<file path="config.mk">
export PLATFORM = sky130hd
export DESIGN_NAME = analog_debug_regs
export DESIGN_NICKNAME = d
export VERILOG_FILES = /design/src/rtl/anadbg_pkg.sv /design/src/rtl/analog_debug_regs.sv /design/src/rtl/trip_level_decode.sv
export VERILOG_INCLUDE_DIRS = /design/src /design/src/rtl
export SDC_FILE = /design/constraint.sdc
export NUM_CORES = 1
export LEC_CHECK = 0
export ABC_AREA = 1
export BUFFER_PORTS_ARGS = -buffer_cell sky130_fd_sc_hd__buf_2
export CORE_ASPECT_RATIO = 1.4
export CORE_MARGIN = 3
export CORE_UTILIZATION = 28
export DETAILED_ROUTE_END_ITERATION = 16
export GPL_TIMING_DRIVEN = 0
export HOLD_SLACK_MARGIN = 0.03
export PLACE_DENSITY = 0.65
export RECOVER_POWER = 100
export SLEW_MARGIN = 20
export SYNTH_ARGS = -nofsm -noshare
export SYNTH_HDL_FRONTEND = slang
export SYNTH_SLANG_ARGS = --single-unit
</file>
<file path="constraint.sdc">
create_clock -name CORE_CLK -period 1.6 [get_ports CORE_CLK]
set_input_delay 0.24 -clock CORE_CLK [delete_from_list [all_inputs] [get_ports CORE_CLK]]
set_output_delay 0.24 -clock CORE_CLK [all_outputs]
set_load 0.03 [all_outputs]
</file>
<file path="src/rtl/anadbg_consts.svh">
// register offsets, field positions and reset values of the analog debug bank
`ifndef ANADBG_CONSTS_SVH
`define ANADBG_CONSTS_SVH

// ****************************************************************
// register word indices; byte address is four times the index
// ****************************************************************
`define OFS_ANALOG_DEBUG_CONTROL_TWO   10'h03A
`define OFS_HEADPHONE_SHORT_DETECT     10'h03C
`define OFS_SHORT_MASK                 12'hFFC

// ****************************************************************
// analog debug control two fields
// ****************************************************************
`define BIT_LINE_OUT_SUPPLY_SELECT     14
`define BIT_SPARE_TO_ANALOG            13
`define BIT_DAC_LEFT_COPY_TO_RIGHT     12
`define BIT_PLL_OSCILLATOR_RETUNE      11
`define BIT_LINE_OUT_REFERENCE_TIE     10
`define BIT_DAC_SAMPLE_EDGE_FLIP       9
`define BIT_DAC_TRANSFER_EDGE_FLIP     8
`define BIT_DAC_ZERO_RETURN_EXTEND     7
`define BIT_DAC_AMP_CURRENT_DOUBLE     6
`define BIT_DAC_ZERO_RETURN_DISABLE    5
`define BIT_DAC_AMP_CLASS_A_FORCE      4
`define BIT_ADC_SAMPLE_EDGE_FLIP       3
`define BIT_ADC_TRANSFER_EDGE_FLIP     2
`define BIT_ADC_BIAS_REDUCE            1
`define BIT_ADC_DITHER_DISABLE         0
`define DEBUG_TWO_WRITE_MASK           16'h7FFF
`define DEBUG_TWO_RESET                16'h0000

// ****************************************************************
// headphone short detect fields
// ****************************************************************
`define RIGHT_TRIP_LSB                 12
`define RIGHT_TRIP_MSB                 14
`define RIGHT_TRIP_RESET               3'h0
`define SHORT_DETECT_WRITE_MASK        16'h7000

// ****************************************************************
// trip level codes in milliamps
// ****************************************************************
`define TRIP_STEP_MA                   8'h19
`define TRIP_BASE_MA                   8'h64

`endif

</file>
<file path="src/rtl/anadbg_pkg.sv">
// types shared by the analog debug register bank
package anadbg_pkg;

    typedef enum logic [1:0]
    {
        RETUNE_IDLE  = 2'b00,
        RETUNE_ARMED = 2'b01,
        RETUNE_FIRE  = 2'b11
    } retune_state_t;

    typedef logic [15:0] reg_word_t;

endpackage : anadbg_pkg

</file>
<file path="src/rtl/analog_debug_regs.sv">
// APB register bank for the analog debug word and the headphone short control word
//
// Overview of operation
// - bit 12 set copies the left DAC sample onto both channels.
// - bit 11 going high then low requests one PLL oscillator retune.
// - bit 14 picks line output supply: clear is io, set is analog.
// - bit 13 is a spare bit passed unchanged to the analog section.
// - bit 10 ties the main mid reference to the line output reference.
// - bit 9 flips the DAC output sampling clock edge.
// - bit 8 flips the clock edge of the DAC data transfer.
// - bit 7 lengthens the DAC return-to-zero interval.
// - bit 6 doubles DAC amplifier current while in class A.
// - bit 5 disables DAC return-to-zero operation.
// - bit 4 forces the DAC amplifier into class A.
// - bit 3 flips the ADC sampling clock edge.
// - bit 2 flips the clock edge of the ADC result transfer.
// - bit 1 cuts ADC bias currents by twenty percent.
// - bit 0 disables ADC dither injection.
// - short control bits 14:12 hold right trip level, reset zero; 15, 11 read zero.
// - trip codes 3,2,1,0 give 25..100 mA; 4..7 give 125..200 mA.
`timescale 1ns/100ps
`include "anadbg_consts.svh"

module analog_debug_regs
    import anadbg_pkg::*;
#(
    parameter int DATA_W = 16
)
(
    // clock and reset
    input  wire logic        CORE_CLK,
    input  wire logic        RST,
    // apb slave
    input  wire logic        PSEL,
    input  wire logic        PENABLE,
    input  wire logic        PWRITE,
    input  wire logic [11:0] PADDR,
    input  wire logic [31:0] PWDATA,
    input  wire logic [3:0]  PSTRB,
    output logic      [31:0] PRDATA,
    output logic             PREADY,
    output logic             PSLVERR,
    // dac path
    input  wire logic [23:0] DAC_LEFT_IN,
    input  wire logic [23:0] DAC_RIGHT_IN,
    output logic      [23:0] DAC_LEFT_OUT,
    output logic      [23:0] DAC_RIGHT_OUT,
    // analog and converter controls
    output logic             LINE_OUT_SUPPLY_SELECT,
    output logic             SPARE_TO_ANALOG,
    output logic             DAC_LEFT_COPY_TO_RIGHT,
    output logic             PLL_OSCILLATOR_RETUNE,
    output logic             LINE_OUT_REFERENCE_TIE,
    output logic             DAC_SAMPLE_EDGE_FLIP,
    output logic             DAC_TRANSFER_EDGE_FLIP,
    output logic             DAC_ZERO_RETURN_EXTEND,
    output logic             DAC_AMP_CURRENT_DOUBLE,
    output logic             DAC_ZERO_RETURN_DISABLE,
    output logic             DAC_AMP_CLASS_A_FORCE,
    output logic             ADC_SAMPLE_EDGE_FLIP,
    output logic             ADC_TRANSFER_EDGE_FLIP,
    output logic             ADC_BIAS_REDUCE,
    output logic             ADC_DITHER_DISABLE,
    // short detector
    output logic      [2:0]  RIGHT_SHORT_TRIP_LEVEL,
    output logic      [7:0]  RIGHT_SHORT_TRIP_MA
);

    // ****************************************************************
    // state
    // ****************************************************************
    reg_word_t     debug_two;
    reg_word_t     next_debug_two;
    logic [2:0]    right_trip;
    logic [2:0]    next_right_trip;
    retune_state_t retune_state;
    retune_state_t next_retune_state;
    logic [31:0]   rdata;
    logic [31:0]   next_rdata;
    logic [23:0]   dac_left;
    logic [23:0]   dac_right;
    logic [23:0]   next_dac_left;
    logic [23:0]   next_dac_right;
    logic          access;
    logic          wr;
    logic          hit_debug;
    logic          hit_short;
    logic [15:0]   lane_mask;

    // ****************************************************************
    // decode
    // ****************************************************************
    function automatic logic addr_is(input logic [11:0] a, input logic [9:0] idx);
        addr_is = (a[11:2] == idx);
    endfunction : addr_is

    // each 16-bit register owns one aligned word at four times its index,
    // data in the lower half so no two registers share a word
    always_comb
    begin
        access    = PSEL & PENABLE;
        wr        = access & PWRITE;
        hit_debug = addr_is(PADDR, `OFS_ANALOG_DEBUG_CONTROL_TWO);
        hit_short = addr_is(PADDR, `OFS_HEADPHONE_SHORT_DETECT);
    end

    // ****************************************************************
    // register writes
    // ****************************************************************
    always_comb
    begin
        next_debug_two = debug_two;
        next_right_trip = right_trip;
        lane_mask = 16'h0000;
        if (wr && hit_debug)
        begin
            lane_mask = {{8{PSTRB[1]}}, {8{PSTRB[0]}}} & `DEBUG_TWO_WRITE_MASK;
            next_debug_two = (debug_two & ~lane_mask) | (PWDATA[15:0] & lane_mask);
        end
        if (wr && hit_short && PSTRB[1])
            next_right_trip = PWDATA[`RIGHT_TRIP_MSB:`RIGHT_TRIP_LSB];
    end

    always_ff @(posedge CORE_CLK)
    begin
        if (RST)
        begin
            debug_two  <= `DEBUG_TWO_RESET;
            right_trip <= `RIGHT_TRIP_RESET;
        end
        else
        begin
            debug_two  <= next_debug_two;
            right_trip <= next_right_trip;
        end
    end

    // ****************************************************************
    // read data
    // ****************************************************************
    // reads return registered data one cycle after setup; pready stays high
    always_comb
    begin
        next_rdata = 32'h0000_0000;
        if (PSEL && !PENABLE && !PWRITE)
        begin
            if (hit_debug)
                next_rdata[15:0] = debug_two & `DEBUG_TWO_WRITE_MASK;
            if (hit_short)
                next_rdata[15:0] = {1'b0, right_trip, 12'h000};
        end
    end

    always_ff @(posedge CORE_CLK)
    begin
        if (RST)
            rdata <= 32'h0000_0000;
        else
            rdata <= next_rdata;
    end

    always_comb
    begin
        PRDATA  = rdata;
        PREADY  = 1'b1;
        PSLVERR = access & ~(hit_debug | hit_short);
    end

    // ****************************************************************
    // pll retune: high then low gives one pulse
    // ****************************************************************
    always_comb
    begin
        next_retune_state = retune_state;
        case (retune_state)
            RETUNE_IDLE:
                if (debug_two[`BIT_PLL_OSCILLATOR_RETUNE])
                    next_retune_state = RETUNE_ARMED;
            RETUNE_ARMED:
                if (!debug_two[`BIT_PLL_OSCILLATOR_RETUNE])
                    next_retune_state = RETUNE_FIRE;
            RETUNE_FIRE:
                next_retune_state = RETUNE_IDLE;
            default:
                next_retune_state = RETUNE_IDLE;
        endcase
    end

    always_ff @(posedge CORE_CLK)
    begin
        if (RST)
            retune_state <= RETUNE_IDLE;
        else
            retune_state <= next_retune_state;
    end

    // ****************************************************************
    // dac mono copy
    // ****************************************************************
    // samples are registered so the copy switch cannot glitch mid-sample
    always_comb
    begin
        next_dac_left  = DAC_LEFT_IN;
        next_dac_right = debug_two[`BIT_DAC_LEFT_COPY_TO_RIGHT] ? DAC_LEFT_IN : DAC_RIGHT_IN;
    end

    always_ff @(posedge CORE_CLK)
    begin
        if (RST)
        begin
            dac_left  <= 24'h00_0000;
            dac_right <= 24'h00_0000;
        end
        else
        begin
            dac_left  <= next_dac_left;
            dac_right <= next_dac_right;
        end
    end

    // ****************************************************************
    // static controls, dac sample outputs and the retune pulse
    // ****************************************************************
    always_comb
    begin
        DAC_LEFT_OUT            = dac_left;
        DAC_RIGHT_OUT           = dac_right;
        LINE_OUT_SUPPLY_SELECT  = debug_two[`BIT_LINE_OUT_SUPPLY_SELECT];
        SPARE_TO_ANALOG         = debug_two[`BIT_SPARE_TO_ANALOG];
        DAC_LEFT_COPY_TO_RIGHT  = debug_two[`BIT_DAC_LEFT_COPY_TO_RIGHT];
        PLL_OSCILLATOR_RETUNE   = (retune_state == RETUNE_FIRE);
        LINE_OUT_REFERENCE_TIE  = debug_two[`BIT_LINE_OUT_REFERENCE_TIE];
        DAC_SAMPLE_EDGE_FLIP    = debug_two[`BIT_DAC_SAMPLE_EDGE_FLIP];
        DAC_TRANSFER_EDGE_FLIP  = debug_two[`BIT_DAC_TRANSFER_EDGE_FLIP];
        DAC_ZERO_RETURN_EXTEND  = debug_two[`BIT_DAC_ZERO_RETURN_EXTEND];
        DAC_AMP_CURRENT_DOUBLE  = debug_two[`BIT_DAC_AMP_CURRENT_DOUBLE];
        DAC_ZERO_RETURN_DISABLE = debug_two[`BIT_DAC_ZERO_RETURN_DISABLE];
        DAC_AMP_CLASS_A_FORCE   = debug_two[`BIT_DAC_AMP_CLASS_A_FORCE];
        ADC_SAMPLE_EDGE_FLIP    = debug_two[`BIT_ADC_SAMPLE_EDGE_FLIP];
        ADC_TRANSFER_EDGE_FLIP  = debug_two[`BIT_ADC_TRANSFER_EDGE_FLIP];
        ADC_BIAS_REDUCE         = debug_two[`BIT_ADC_BIAS_REDUCE];
        ADC_DITHER_DISABLE      = debug_two[`BIT_ADC_DITHER_DISABLE];
        RIGHT_SHORT_TRIP_LEVEL  = right_trip;
    end

    // ****************************************************************
    // trip level decode
    // ****************************************************************
    trip_level_decode u_trip_decode
    (
        .code     (right_trip),
        .level_ma (RIGHT_SHORT_TRIP_MA)
    );

endmodule : analog_debug_regs

</file>
<file path="src/rtl/trip_level_decode.sv">
// maps the 3-bit short trip code to its current in milliamps
`timescale 1ns/100ps
`include "anadbg_consts.svh"

module trip_level_decode
    import anadbg_pkg::*;
(
    // code in
    input  wire logic [2:0] code,
    // level out
    output logic      [7:0] level_ma
);

    // ****************************************************************
    // decode
    // ****************************************************************
    // codes 3..0 give 25..100 mA, codes 4..7 give 125..200 mA
    always_comb
    begin
        if (code[2])
            level_ma = 8'(`TRIP_BASE_MA + `TRIP_STEP_MA * ({6'h00, code[1:0]} + 8'h01));
        else
            level_ma = 8'(`TRIP_BASE_MA - `TRIP_STEP_MA * {6'h00, code[1:0]});
    end

endmodule : trip_level_decode
</file>
==> summary.txt <==
Place
  • HPWL Detailed: 7940 um
  • Input/output buffers: 168
  • Inst Count DP: 745
  • Final Wtd Congestion: 0.829

Logic synthesis
  • Synth Instances: 417
  • Top_reg_cell synth: dfxtp_1
  • Number of synthesized flops with an enable pin: 0
  • Top cells by area, synth: dfxtp_1 (49%), nor2_1 (8.1%), inv_1 (7.2%), nand2_1 (5.3%), o21ai_0 (4.4%)
  • Synth async-reset ratio: 0
  • Synth warnings: 0
  • Synth unique cells: 29
  • Synth top area share: 0.491
  • Seq/Total Area, Yosys: 0.491
  • Synthesized area: 3380 sq um
  • Yosys top cell by area: dfxtp_1
  • Avg Cell Area, Syn: 8.11 sq um
  • Seq cells post-synth: 83

STA
  • Hold_ws: ~0.12 ns
  • Final hold vios: 0
  • Setup Skew: ~0.0035 ns
  • Final setup viols: 2
  • Worst slew pin tran: 0.525 ns
  • Rel. slew slack: 0.650
  • Setup ws final: -0.455 ns
  • FMAX: 487 MHz
  • Final worst path period share: 1.28
  • RSZ-0062 raised after global routing: true
  • Fin crit period: between 2 and 2.5 ns
  • Fin. max-slew vios: 0

Clocking
  • H-tree Lvls: 3
  • Skew-Pair Late Insertion Delay: 0.33 ns
  • Hold Buf Count CTS: 0
  • Root buf cell: clkbuf_16
  • Longest Clk Path Bufs: 2
  • CTS tree: yes
  • Clk slew on worst S/H paths: roughly 0.060 ns
  • Clock Sinks: 83
  • CTS buffer count: 9

Power and ir drop
  • Comb pwr share: 0.115
  • Total power: 4610 uW
  • Leakage dissipation: 0.00230 uW
  • Seq pwr share: 0.465
  • Clock power share: 0.419
  • Power per cell area: between 900 and 1000 nW/um^2
  • Switch Pwr: between 1000 and 1500 uW
  • Worst vdd ir: 0.000566 V
  • P_int: 3430 uW
  • Sw Ratio: 0.257

Routing
  • Drt drc: 0
  • Detailed-route via count: between 3,000 and 4,000
  • DRT iter0 DRCs: 64
  • Post-DR wirelength/cell: roughly 13 um
  • Final Routed Wirelength: around 10000 um
  • Pre-antenna DRT Iters: 4
  • Via density: 4.13
  • Antenna viol nets, final: 0

Worst setup path
  • Critical Path AT: between 1.5 and 2 ns
  • R2R cell count: 3
  • Worst setup EP type: output pin
  • CP Max Fanout: 3
  • Worst EP required: 1.36 ns
  • FF-to-FF setup slack: 0.24 ns
  • WS Path Type: reg -> out
  • R2r endpoint: DAC_RIGHT_OUT[22]
  • Startpoint types: register

Global routing
  • First-pass GRT wire length: 15,100 um
  • Number of antenna violations at the first check in global routing: 0
  • GR Util All Layers: 0.145
  • Vias in the first global route: 3,176
  • Largest net degree at the start of global routing: 14
  • GRT overflow: 0

Floorplanning
  • Starting density of the core: 0.292
  • Die area: around 13,000 sq um
  • I/O pin total: 209
  • Die X: approximately 100 um
  • Core ar.: 11,600 sq um
  • Die Y: 136 um
  • Num rows: 46

Cells and area
  • Register area: 1670 sq um
  • Area of the multi-input gates: between 1000 and 1500 sq um
  • Nets: ~730
  • Fill count: 1,225
  • Number of diodes: 0
  • Layout cells sized above 1: 0.283
  • Final Non-Filler Cells: 767
  • Synthesis-to-layout area growth: 42.7%

Status
  • Failing checks: setup timing
  • Status: finished, violations left

Hold path
  • HP Class: in -> reg
  • Hold Path Cell Cnt: 3
  • Hold Path Origin: DAC_LEFT_IN[12]
  • Worst min-delay path endpoint: DAC_LEFT_OUT[12]

Flow run
  • Total of max-cap violations: 0
## routing by layer
layer	part of all wire	vias to the layer above	track usage
met1	0.36	1374	0.140
met2	0.52	144	0.274
met4	0.026	0	0.0577
met5	0	-	0
li1	-	1634	-
met3	0.098	17	0.0534
## cell type report
cell class / instances / share of cell area
clock inverter: 4 / 0.00492
timing repair buffer: 175 / 0.172
multi-input combinational: 243 / 0.284
sequential: 83 / 0.346
tap: 144 / 0.0373
buffer: 33 / 0.0441
clock buffer: 11 / 0.0526
inverter: 74 / 0.0594
## worst max-delay path, stage by stage, from the launching register on
cell and delay (ns):
dfxtp_4 0.37, inv_4 0.04, ha_4 0.26, xnor2_4 0.15
ha_4 0.16, xor2_1 0.16, o21ai_2 0.16, buf_6 0.16
## worst max path at each step
stage | startpoint | endpoint | slack (ns) | depth (start not counted)
floorplan | RIGHT_SHORT_TRIP_LEVEL[0] | RIGHT_SHORT_TRIP_MA[4] | -0.24 | 6
global placement | RIGHT_SHORT_TRIP_LEVEL[0] | RIGHT_SHORT_TRIP_MA[5] | -0.19 | 7
detailed placement | RIGHT_SHORT_TRIP_LEVEL[0] | RIGHT_SHORT_TRIP_MA[5] | -0.19 | 7
CTS | RIGHT_SHORT_TRIP_LEVEL[0] | RIGHT_SHORT_TRIP_MA[4] | -0.41 | 7
global route | RIGHT_SHORT_TRIP_LEVEL[0] | RIGHT_SHORT_TRIP_MA[5] | -0.51 | 7
finish | RIGHT_SHORT_TRIP_LEVEL[0] | RIGHT_SHORT_TRIP_MA[5] | -0.46 | 7
## cell usage in the layout (no fill, tap or decap), drive strengths merged, types with 2 or more instances in the layout
cell / Yosys / routed
nor2: 91 / 91
clkbuf: 10 / 107
clkinv: 2 / 2
o21ai: 30 / 30
nand4: 16 / 16
nand3: 4 / 4
a21oi: 24 / 24
conb: 2 / 18
dfxtp: 83 / 83
nand2: 49 / 49
buf: 23 / 112
ha: 7 / 7
inv: 72 / 74
xnor2: 2 / 2
clkinvlp: 0 / 2
## cell families after synthesis
family                   synth area share
other                             0.00222
AO/OA/AOI/OAI                      0.0799
XOR/XNOR                          0.00777
flip-flops                          0.491
AND/OR/NAND/NOR                     0.245
adder cells (fa/ha/maj)            0.0259
buffers and inverters               0.148
## through the flow
stage	instance area, sq um	util	setup slack (ns)	TNS (ns)
2_1_floorplan	3490	-	-0.240	-0.555
3_3_place_gp	4510	0.390	-0.192	-0.319
3_5_place_dp	4510	0.390	-0.192	-0.325
4_1_cts	4880	0.421	-0.412	-0.840
5_1_grt	4830	0.417	-0.514	-2.37
6_report	4830	0.417	-0.455	-0.819
## synth_stat cells (2+ instances only)
cell type and instances:
dfxtp_1 83, nor2_1 73, inv_1 65, nand2_1 48, o21ai_0 30, a21oi_1 24, buf_4 19, nand4_1 15
nor2_4 13, clkbuf_1 10, ha_1 7, inv_2 7, nor2_2 3, conb_1 2, nand3_4 2, nor2_8 2
xnor2_1 2
## power groups by stage
stage                     combinational [uW]  clock (uW)  sequential (uW)
after global routing                     580        2080             2150
after global placement                   550           0             2190
after CTS                                557        2000             2140
after floorplan                          220           0             2320
after detailed placement                 556           0             2190
final                                    532        1930             2150
## repair_timing
| item | 4_1_cts | 5_1_grt |
|---|---|---|
| gates cloned | 0 | 0 |
| gates resized for setup | 13 | 11 |
| pin swaps | 5 | 3 |
| setup buffers | 6 | 1 |
| endpoints found under the setup margin | 7 | 7 |
(Power assumes the default switching activity.)
